===== src/rtl/dcw_pkg.sv =====
// package for the device configuration word decoder
package dcw_pkg;
   // configuration word field positions
   localparam int DBG_PERMIT_HI = 14;
   localparam int DBG_PERMIT_LO = 12;
   localparam int TOOL_RSVD_BIT = 11;
   localparam int FLASH_SLEEP_BIT = 10;
   localparam int RSVD_ONES_HI = 9;
   localparam int RSVD_ONES_LO = 7;
   localparam int BOOT_ISA_BIT = 6;
   localparam int TRACE_EN_BIT = 5;
   localparam int CHAN_SEL_HI = 4;
   localparam int CHAN_SEL_LO = 3;
   localparam int SCAN_FUSE_BIT = 2;
   localparam int DBG_SEL_HI = 1;
   localparam int DBG_SEL_LO = 0;
   // register offsets (byte addresses)
   localparam logic [7:0] CFG_WORD_OFS = 8'h00;
   localparam logic [7:0] RT_CTRL_OFS = 8'h04;
   localparam logic [7:0] STATUS_OFS = 8'h08;
   // run-time control layout
   localparam int RT_SCAN_EN_BIT = 3;
   // reset values
   localparam logic [31:0] CFG_WORD_RST = 32'h0000_0000;
   localparam logic RT_SCAN_EN_RST = 1'b0;
   // code protect reads high in reset so debug stays locked down
   localparam logic CP_STICKY_RST = 1'b1;
   localparam logic [31:0] RDATA_RST = 32'h0000_0000;
   // permission group used when debug access is denied
   localparam logic [1:0] DENIED_GROUP = 2'h3;
   // core instruction set encodings
   localparam logic [1:0] ISA_STANDARD = 2'h2;
   localparam logic [1:0] ISA_COMPRESSED = 2'h3;
   localparam logic [1:0] DBG_SEL_FORCED = 2'h3;

   // debugger channel pair selection
   typedef enum logic [1:0]
   {
      DCW_CHAN_RSVD = 2'b00,
      DCW_CHAN_PAIR3 = 2'b01,
      DCW_CHAN_PAIR2 = 2'b10,
      DCW_CHAN_PAIR1 = 2'b11
   } dcw_chan_e;

   // decoded fields towards the core, debug port and flash logic
   typedef struct packed
   {
      logic [2:0] debugAccessPermit;
      logic flashSleepPowerdown;
      logic exceptionInstrSetFlag;
      logic [1:0] coreIsaField;
      logic traceEnableBit;
      logic [2:0] twoWireDebugPins;
      logic chanReserved;
      logic fourWireScanEn;
      logic twoWireEn;
      logic inCircuitDebugUnit;
   } dcw_decode_s;
endpackage


===== src/rtl/dcw_config_word.sv =====
// device configuration word loader and decoder
//
// Strobed register access and the placing of the registers were chosen for this implementation.
`timescale 1ns/100ps

// Overview of operation
// - permit bits grant debug access per group
// - denied group becomes group 3 in debug
// - flash sleep bit or regulator standby powers down
// - boot isa 1: standard set, flag 0
// - boot isa 0: compressed set, flag 1
// - trace bit enables cpu trace features
// - channel code selects debug pin pair
// - fuse scan enable copied at reset
// - fuse zero blocks setting run-time enable
// - fuse one lets software toggle enable
// - debugger select field decodes port enables
// - code protect forces debugger select 11
// - either enable zero blocks four-wire only
module dcw_config_word
(
   input wire logic clk_sys,
   input wire logic arst_n,
   input wire logic [31:0] cfgWordIn,
   input wire logic codeProtectEn,
   input wire logic cpuDebugMode,
   input wire logic [1:0] cpuPermissionGroupSel,
   input wire logic regulatorStandbyCtrl,
   input wire logic sleepMode,
   input wire logic [7:0] regAddr,
   input wire logic [31:0] regWdata,
   input wire logic regWrite,
   input wire logic regRead,
   output logic [31:0] regRdata,
   output logic [1:0] busPermissionGroup,
   output logic flashPowerDown,
   output dcw_pkg::dcw_decode_s decodeOut
);

   // behaviour notes for integrators:
   // the word and the code protect level are taken on the second edge
   // after reset release, so the store must be settled by then
   // nothing re-reads the word until the next reset; the word offset
   // is read-only and writes to it vanish without effect
   // decode outputs stay all zero until the word is in, so the core
   // sees no trace, no debug unit and no pin pair during that window
   // code protection reads as high while in reset, which keeps the
   // debug select forced to four-wire only until the real level is in
   // the tool-owned bit and the reserved ones are only reported, never
   // acted on, since software and the programmer own them
   // group remap and flash power-down are combinational, so a change
   // of debug mode or sleep takes effect in the same cycle

   // load sequencing: capture on the second edge after reset release
   typedef enum logic [1:0]
   {
      DCW_IDLE = 2'b00,
      DCW_LOAD = 2'b01,
      DCW_HELD = 2'b10
   } dcw_state_e;

   dcw_state_e state_reg;
   dcw_state_e state_next;
   logic [31:0] cfgWord_reg;
   logic [31:0] cfgWord_next;
   logic cpSticky_reg;
   logic cpSticky_next;
   logic scanEn_reg;
   logic scanEn_next;
   logic [31:0] rdata_reg;
   logic [31:0] rdata_next;
   dcw_pkg::dcw_decode_s decode_reg;
   dcw_pkg::dcw_decode_s decode_next;

   // field views of the held word; only the held copy is ever decoded,
   // so a late wobble on the store input cannot leak through
   // debug access and flash power
   wire logic [2:0] permitField = cfgWord_reg[dcw_pkg::DBG_PERMIT_HI:dcw_pkg::DBG_PERMIT_LO];
   wire logic flashSleepBit = cfgWord_reg[dcw_pkg::FLASH_SLEEP_BIT];

   // boot instruction set and trace
   wire logic bootIsaBit = cfgWord_reg[dcw_pkg::BOOT_ISA_BIT];
   wire logic traceBit = cfgWord_reg[dcw_pkg::TRACE_EN_BIT];

   // debug port routing and scan fuse
   wire logic [1:0] chanField = cfgWord_reg[dcw_pkg::CHAN_SEL_HI:dcw_pkg::CHAN_SEL_LO];
   wire logic scanFuseBit = cfgWord_reg[dcw_pkg::SCAN_FUSE_BIT];
   wire logic [1:0] dbgSelRaw = cfgWord_reg[dcw_pkg::DBG_SEL_HI:dcw_pkg::DBG_SEL_LO];

   // bits kept for reporting only
   wire logic [2:0] rsvdOnes = cfgWord_reg[dcw_pkg::RSVD_ONES_HI:dcw_pkg::RSVD_ONES_LO];
   wire logic toolBit = cfgWord_reg[dcw_pkg::TOOL_RSVD_BIT];

   // load done flag shared by every consumer
   wire logic loaded = (state_reg == DCW_HELD);

   // pin pair decode, one-hot in pair order 3..1
   // the reserved code routes to no pair at all rather than a guess
   function automatic logic [2:0] chan_decode(input logic [1:0] code);
      logic [2:0] pairs;
      pairs = 3'h0;
      case (code)
         dcw_pkg::DCW_CHAN_PAIR1: pairs = 3'h1;
         dcw_pkg::DCW_CHAN_PAIR2: pairs = 3'h2;
         dcw_pkg::DCW_CHAN_PAIR3: pairs = 3'h4;
         default: pairs = 3'h0;
      endcase
      return pairs;
   endfunction

   // permit check shared by debug-mode group remapping
   // group 3 has no permit bit, so it is never reported as permitted
   function automatic logic group_permitted(input logic [2:0] permit, input logic [1:0] grp);
      logic ok;
      ok = 1'b0;
      if (grp != dcw_pkg::DENIED_GROUP)
      begin
         ok = permit[grp];
      end
      return ok;
   endfunction

   // code protection forces the select to four-wire only
   // forcing also drops the debug unit and the two-wire enable
   wire logic [1:0] dbgSelEff = cpSticky_reg ? dcw_pkg::DBG_SEL_FORCED : dbgSelRaw;
   wire logic fourWireSel = dbgSelEff[1];
   wire logic debugUnitOn = ~dbgSelEff[0];
   // scan port needs both the fuse and the run-time bit
   wire logic fourWireAllowed = fourWireSel & scanFuseBit & scanEn_reg;
   wire logic twoWireAllowed = ~fourWireSel;

   // state sequencing; the word is taken only once per reset
   // one idle cycle first, so the store output has left its reset state
   // before the capture edge; held is final until reset
   always_comb
   begin
      state_next = state_reg;
      case (state_reg)
         DCW_IDLE: state_next = DCW_LOAD;
         DCW_LOAD: state_next = DCW_HELD;
         DCW_HELD: state_next = DCW_HELD;
         default: state_next = DCW_IDLE;
      endcase
   end

   // capture the word and strap level after release, not under reset
   // code protect is latched with the word so a later change cannot reopen debug
   always_comb
   begin
      cfgWord_next = cfgWord_reg;
      cpSticky_next = cpSticky_reg;
      if (state_reg == DCW_LOAD)
      begin
         cfgWord_next = cfgWordIn;
         cpSticky_next = codeProtectEn;
      end
   end

   // run-time scan enable: copy at load, then software may only clear without fuse
   // writes are ignored before load, so a write racing the reset copy
   // can never win over the fuse value
   wire logic rtWrite = regWrite & (regAddr == dcw_pkg::RT_CTRL_OFS) & loaded;
   wire logic rtWdataBit = regWdata[dcw_pkg::RT_SCAN_EN_BIT];
   always_comb
   begin
      scanEn_next = scanEn_reg;
      if (state_reg == DCW_LOAD)
      begin
         scanEn_next = cfgWordIn[dcw_pkg::SCAN_FUSE_BIT];
      end
      else if (rtWrite)
      begin
         // fuse low pins the bit at zero fuse high writes freely
         scanEn_next = rtWdataBit & scanFuseBit;
      end
   end

   // decode bundle; held at zero until the word is in
   // registered so every consumer sees one settled value per cycle
   always_comb
   begin
      decode_next = '0;
      if (loaded)
      begin
         decode_next.debugAccessPermit = permitField;
         decode_next.flashSleepPowerdown = flashSleepBit;
         decode_next.exceptionInstrSetFlag = ~bootIsaBit;
         decode_next.coreIsaField = bootIsaBit ? dcw_pkg::ISA_STANDARD
                                               : dcw_pkg::ISA_COMPRESSED;
         decode_next.traceEnableBit = traceBit;
         decode_next.twoWireDebugPins = chan_decode(chanField);
         decode_next.chanReserved = (chanField == dcw_pkg::DCW_CHAN_RSVD);
         decode_next.fourWireScanEn = fourWireAllowed;
         decode_next.twoWireEn = twoWireAllowed;
         decode_next.inCircuitDebugUnit = debugUnitOn;
      end
   end

   // denied debug groups fall back to group 3 permissions
   // group 3 is never in the permit field, so it always counts as denied
   // outside debug mode the assigned group passes through unchanged
   wire logic groupDenied = cpuDebugMode & ~group_permitted(permitField, cpuPermissionGroupSel);
   assign busPermissionGroup = (groupDenied & loaded) ? dcw_pkg::DENIED_GROUP
                                                      : cpuPermissionGroupSel;

   // flash power-down in sleep: own bit, else regulator standby
   // no gating by load: before load the word is zero and the regulator
   // standby control alone decides
   assign flashPowerDown = sleepMode & (flashSleepBit | regulatorStandbyCtrl);

   // status word: load done, reserved-ones check, tool bit, effective select
   // bit 6 reads one only when all three reserved bits were programmed
   wire logic [31:0] statusWord = {24'h0, toolBit, &rsvdOnes, 2'h0, dbgSelEff,
                                   cpSticky_reg, loaded};

   // read mux; unmapped offsets read zero
   // registered so the data stand exactly in the cycle after the strobe
   always_comb
   begin
      rdata_next = 32'h0000_0000;
      if (regRead)
      begin
         case (regAddr)
            dcw_pkg::CFG_WORD_OFS: rdata_next = cfgWord_reg;
            dcw_pkg::RT_CTRL_OFS: rdata_next = {28'h0, scanEn_reg, 3'h0};
            dcw_pkg::STATUS_OFS: rdata_next = statusWord;
            default: rdata_next = 32'h0000_0000;
         endcase
      end
   end

   // load sequencer; a fresh reset is the only way back to idle
   always_ff @(posedge clk_sys or negedge arst_n)
   begin
      if (!arst_n)
      begin
         state_reg <= DCW_IDLE;
      end
      else
      begin
         state_reg <= state_next;
      end
   end

   // held copy of the configuration word
   always_ff @(posedge clk_sys or negedge arst_n)
   begin
      if (!arst_n)
      begin
         cfgWord_reg <= dcw_pkg::CFG_WORD_RST;
      end
      else
      begin
         cfgWord_reg <= cfgWord_next;
      end
   end

   // code protect strap; reset value keeps the select forced
   always_ff @(posedge clk_sys or negedge arst_n)
   begin
      if (!arst_n)
      begin
         cpSticky_reg <= dcw_pkg::CP_STICKY_RST;
      end
      else
      begin
         cpSticky_reg <= cpSticky_next;
      end
   end

   // run-time scan enable bit
   always_ff @(posedge clk_sys or negedge arst_n)
   begin
      if (!arst_n)
      begin
         scanEn_reg <= dcw_pkg::RT_SCAN_EN_RST;
      end
      else
      begin
         scanEn_reg <= scanEn_next;
      end
   end

   // read data register; zero outside the answer cycle
   always_ff @(posedge clk_sys or negedge arst_n)
   begin
      if (!arst_n)
      begin
         rdata_reg <= dcw_pkg::RDATA_RST;
      end
      else
      begin
         rdata_reg <= rdata_next;
      end
   end

   // decode register towards core, debug port and flash logic
   always_ff @(posedge clk_sys or negedge arst_n)
   begin
      if (!arst_n)
      begin
         decode_reg <= '0;
      end
      else
      begin
         decode_reg <= decode_next;
      end
   end

   assign regRdata = rdata_reg;
   assign decodeOut = decode_reg;

endmodule // dcw_config_word


===== config.mk =====
export PLATFORM = sky130hd
export DESIGN_NAME = dcw_config_word
export DESIGN_NICKNAME = d
export VERILOG_FILES = /design/src/rtl/dcw_pkg.sv /design/src/rtl/dcw_config_word.sv
export SDC_FILE = /design/constraint.sdc
export NUM_CORES = 1
export LEC_CHECK = 0
export BUFFER_PORTS_ARGS = -buffer_cell sky130_fd_sc_hd__buf_2
export CORE_AREA = 2 2 65 129
export CTS_BUF_LIST = sky130_fd_sc_hd__clkbuf_2 sky130_fd_sc_hd__clkbuf_4 sky130_fd_sc_hd__clkbuf_8
export DETAILED_ROUTE_END_ITERATION = 10
export DIE_AREA = 0 0 67 131
export PLACE_DENSITY = 0.71
export SLEW_MARGIN = 15
export SYNTH_ARGS = -nofsm -noshare
export SYNTH_HDL_FRONTEND = slang
export SYNTH_SLANG_ARGS = --single-unit

===== constraint.sdc =====
create_clock -name clk_sys -period 3.3 [get_ports clk_sys]
set_input_delay 0.33 -clock clk_sys [delete_from_list [all_inputs] [get_ports clk_sys]]
set_output_delay 0.33 -clock clk_sys [all_outputs]
set_load 0.005 [all_outputs]

==> results.cfg <==
[clocking]
cts_tree = built
clock_path_buffers = 2
clock-sinks = 82
cts_setup_buffers = 0
clk_latency_ns = 0.35
cts_hold_buffers = 0
cts.htree.levels = 3
cts_buffers = 9
clk_pin_slew_worst_paths_ns = 0.07
cts_resized = 0
cts_root_buf = clkbuf_8

[final_layout]
fillerInstances = 734
multi_input_area_um2 = 930
area_growth_syn_to_layout_pct = 25.3
ff_latch_area_um2 = 2050
num-nets-final = 392
drive_gt1_share_pct = 54.7
finalNonFillerCells = 407
antenna_cells = 0

[power_and_ir_drop]
p_leak_nw = 1.98
switching_share_pct = 20.6
p_seq_share_pct = 55.5
clkPwrFrac_pct = 38.9
p_per_area_nw_per_um2 = 496
pwr-share-comb_pct = 5.7
p_int_mw = 1.51
p_sw_mw = 0.390
peakVddDrop_mv = 0.364
power_mw = 1.90

[synthesis]
synth_cell_types = 34
synth_seq_cells = 82
synth_xor_area_share_pct = 0
syn_inst = 205
yosys.area.top_type = dfrtp_1
synthAdderAreaFrac_pct = 1.23
synth_warnings = 0
synth_top_family_by_area = multiplexers
synthTopCellsByArea = dfrtp_1 66%, mux2_2 12%, and2_1 3.7%
synth_mux_area_share_pct = 13.8
synthSimpleGateAreaFrac_pct = 13.1
syn_avg_cell_area_um2 = 14.9
synth_compound_gate_area_share_pct = 2.21
ys_seq_area_share_pct = 67.2
syn_area_um2 = 3060
synth_top_cell_area_share_pct = 66.3
syn-num-nets = 290

[worst_setup_path]
cp_cell_sequence = inv_1 > ha_1 > a31o_2 > buf_2
crit_family = adder cells
required_ns = 2.97
cp.arrival_ns = 1.70
cpMaxStageDelayCell = ha_1
cp_max_fo = 18
worst_setup_path_start_kind = flip-flop
endpoint_kind = primary output
crit_buf_inv = 2
slowest_delay_ns = 0.52
path_class = reg -> out

[global_route]
grt_pass1_vias = 2004
grt-ovfl-total = 0
grt_pass1_wl_mm = 9.48
grt_usage_pct = 14.8
grt_start_max_net_pins = 83
antenna_found_initial = 0

[detailed_routing]
detail-route-antenna-nets = 0
wl_mm = 5.78
dr.pass1.iters = 4
routed_via_density = 4.71
drt_iter0_drc = 107
drcViolationCount = 0
avgRoutedWirePerCell_um = 14.2
vias = 1918

[place]
pre_cts_slack_ns = 1.38
port_buffers = 100
gp_congestion = 0.695
dpl.hpwl_mm = 4.13
dp.cells = 392

[worst_hold_path]
hold_class = in -> async

[sta]
tightestPinTransition_ns = 0.959
setup_tns_ns = 0
rsz0062_at_grt = false
period_needed_ns = 2.03
final-setup-viol-count = 0
drv_slew = 0
timing.final.crit_share_pct = 61.6
maxSlewHeadroom_pct = 36.1
fmaxAchievable_mhz = 492
fin_ws_ns = 1.27
skew_ns = 0.00530
finalHoldViolCount = 0

[floorplan]
rows = 46
num_io_pins = 132
die_y_um = 131
core_um2 = 7830
start_util_pct = 39.1
die-width_um = 67
dieArea_um2 = 8780

[run_status]
outcome = complete, no violations

[job]
max_cap_viol_count = 0
final timing paths:
kind / depth (start not counted) / end / slack [ns] / from
max: 4 / busPermissionGroup[1] / 1.27 / state_reg[0]
min: 1 / regRdata[2] / 0.14 / arst_n
max reg2reg: 4 / cfgWord_reg[14] / 1.44 / state_reg[1]
min reg2reg: 1 / decodeOut[8] / 0.45 / cfgWord_reg[6]
max in group asynchronous: 1 / cfgWord_reg[18] / 2.56 / arst_n
min in group clk_sys: 2 / cfgWord_reg[12] / 0.20 / cfgWordIn[12]
synthesized netlist by cell type, drive strengths merged:
master	instances
a211o	1
a211oi	1
a21oi	2
a221o	1
a31o	2
a31oi	1
and2	33
and3	2
and3b	2
and4	1
and4b	1
buf	8
clkbuf	2
dfrtp	81
dfstp	1
ha	3
inv	2
mux2	33
mux2i	5
nand2	1
nand2b	2
nand3	2
nand3b	1
nand4	1
nand4b	1
nor2	11
nor2b	1
nor3b	1
nor4	1
o21a	1
cell type report:
class	instances	share of cell area, %
sequential	82	53.6
multi-input combinational	111	24.3
timing repair buffer	101	13.3
clock buffer	13	4.51
tap	96	3.14
clock inverter	2	0.915
inverter	2	0.196
worst register-to-register path: cells and delay by family, from the launching register on:
family / cells / cell delay [ns]
mux: 1 / 0.36
fa+ha+maj: 1 / 0.58
flops: 1 / 0.38
buf+inv: 2 / 0.42
placed cells by master, fill, tap and decap left out, drive strengths merged:
master	count
mux2	33
dfstp	1
mux2i	5
a211oi	1
and4	1
nor2b	1
nand3	2
nand2b	2
clkbuf	13
a221o	1
and2	33
a211o	1
ha	3
bufinv	1
inv	2
and3	2
buf	101
nand4	1
clkinv	1
dfrtp	81
nand4b	1
nor4	1
nand3b	1
o21a	1
nor3b	1
nor2	11
a21oi	2
a31oi	1
a31o	2
and4b	1
nand2	1
and3b	2
power by group through the flow:
stage | sequential [mW] | clock [mW] | combinational, mW
after detailed placement | 1.07 | 0 | 0.111
after global routing | 1.06 | 0.801 | 0.122
after floorplan | 1.07 | 0 | 0.0416
after global placement | 1.07 | 0 | 0.106
after CTS | 1.05 | 0.761 | 0.111
final | 1.05 | 0.737 | 0.108
logic make-up (layout without fill, tap and decap cells):
logic type      Yosys count  count (layout)
simple gates             61              61
fa+ha+maj                 3               3
mux                      38              38
buf+inv                  12             118
flops                    82              82
compound gates            9               9
metrics by stage:
step	cell area (um2)	util, %	hold WS [ns]
finish	3830	48.9	0.138
global route	3830	48.9	0.198
CTS	3830	48.9	0.171
detailed placement	3620	46.3	0.449
global placement	3620	46.3	0.443
floorplan	3060	-	0.0344
layer usage:
metal,wire [um],track usage [%],vias up
met5,0,0,-
met4,150,9.72,0
met3,623,5.05,11
met2,2640,21.8,100
met1,2370,18.2,909
li1,-,-,898
Note: power is estimated with default switching activity, not from simulation.
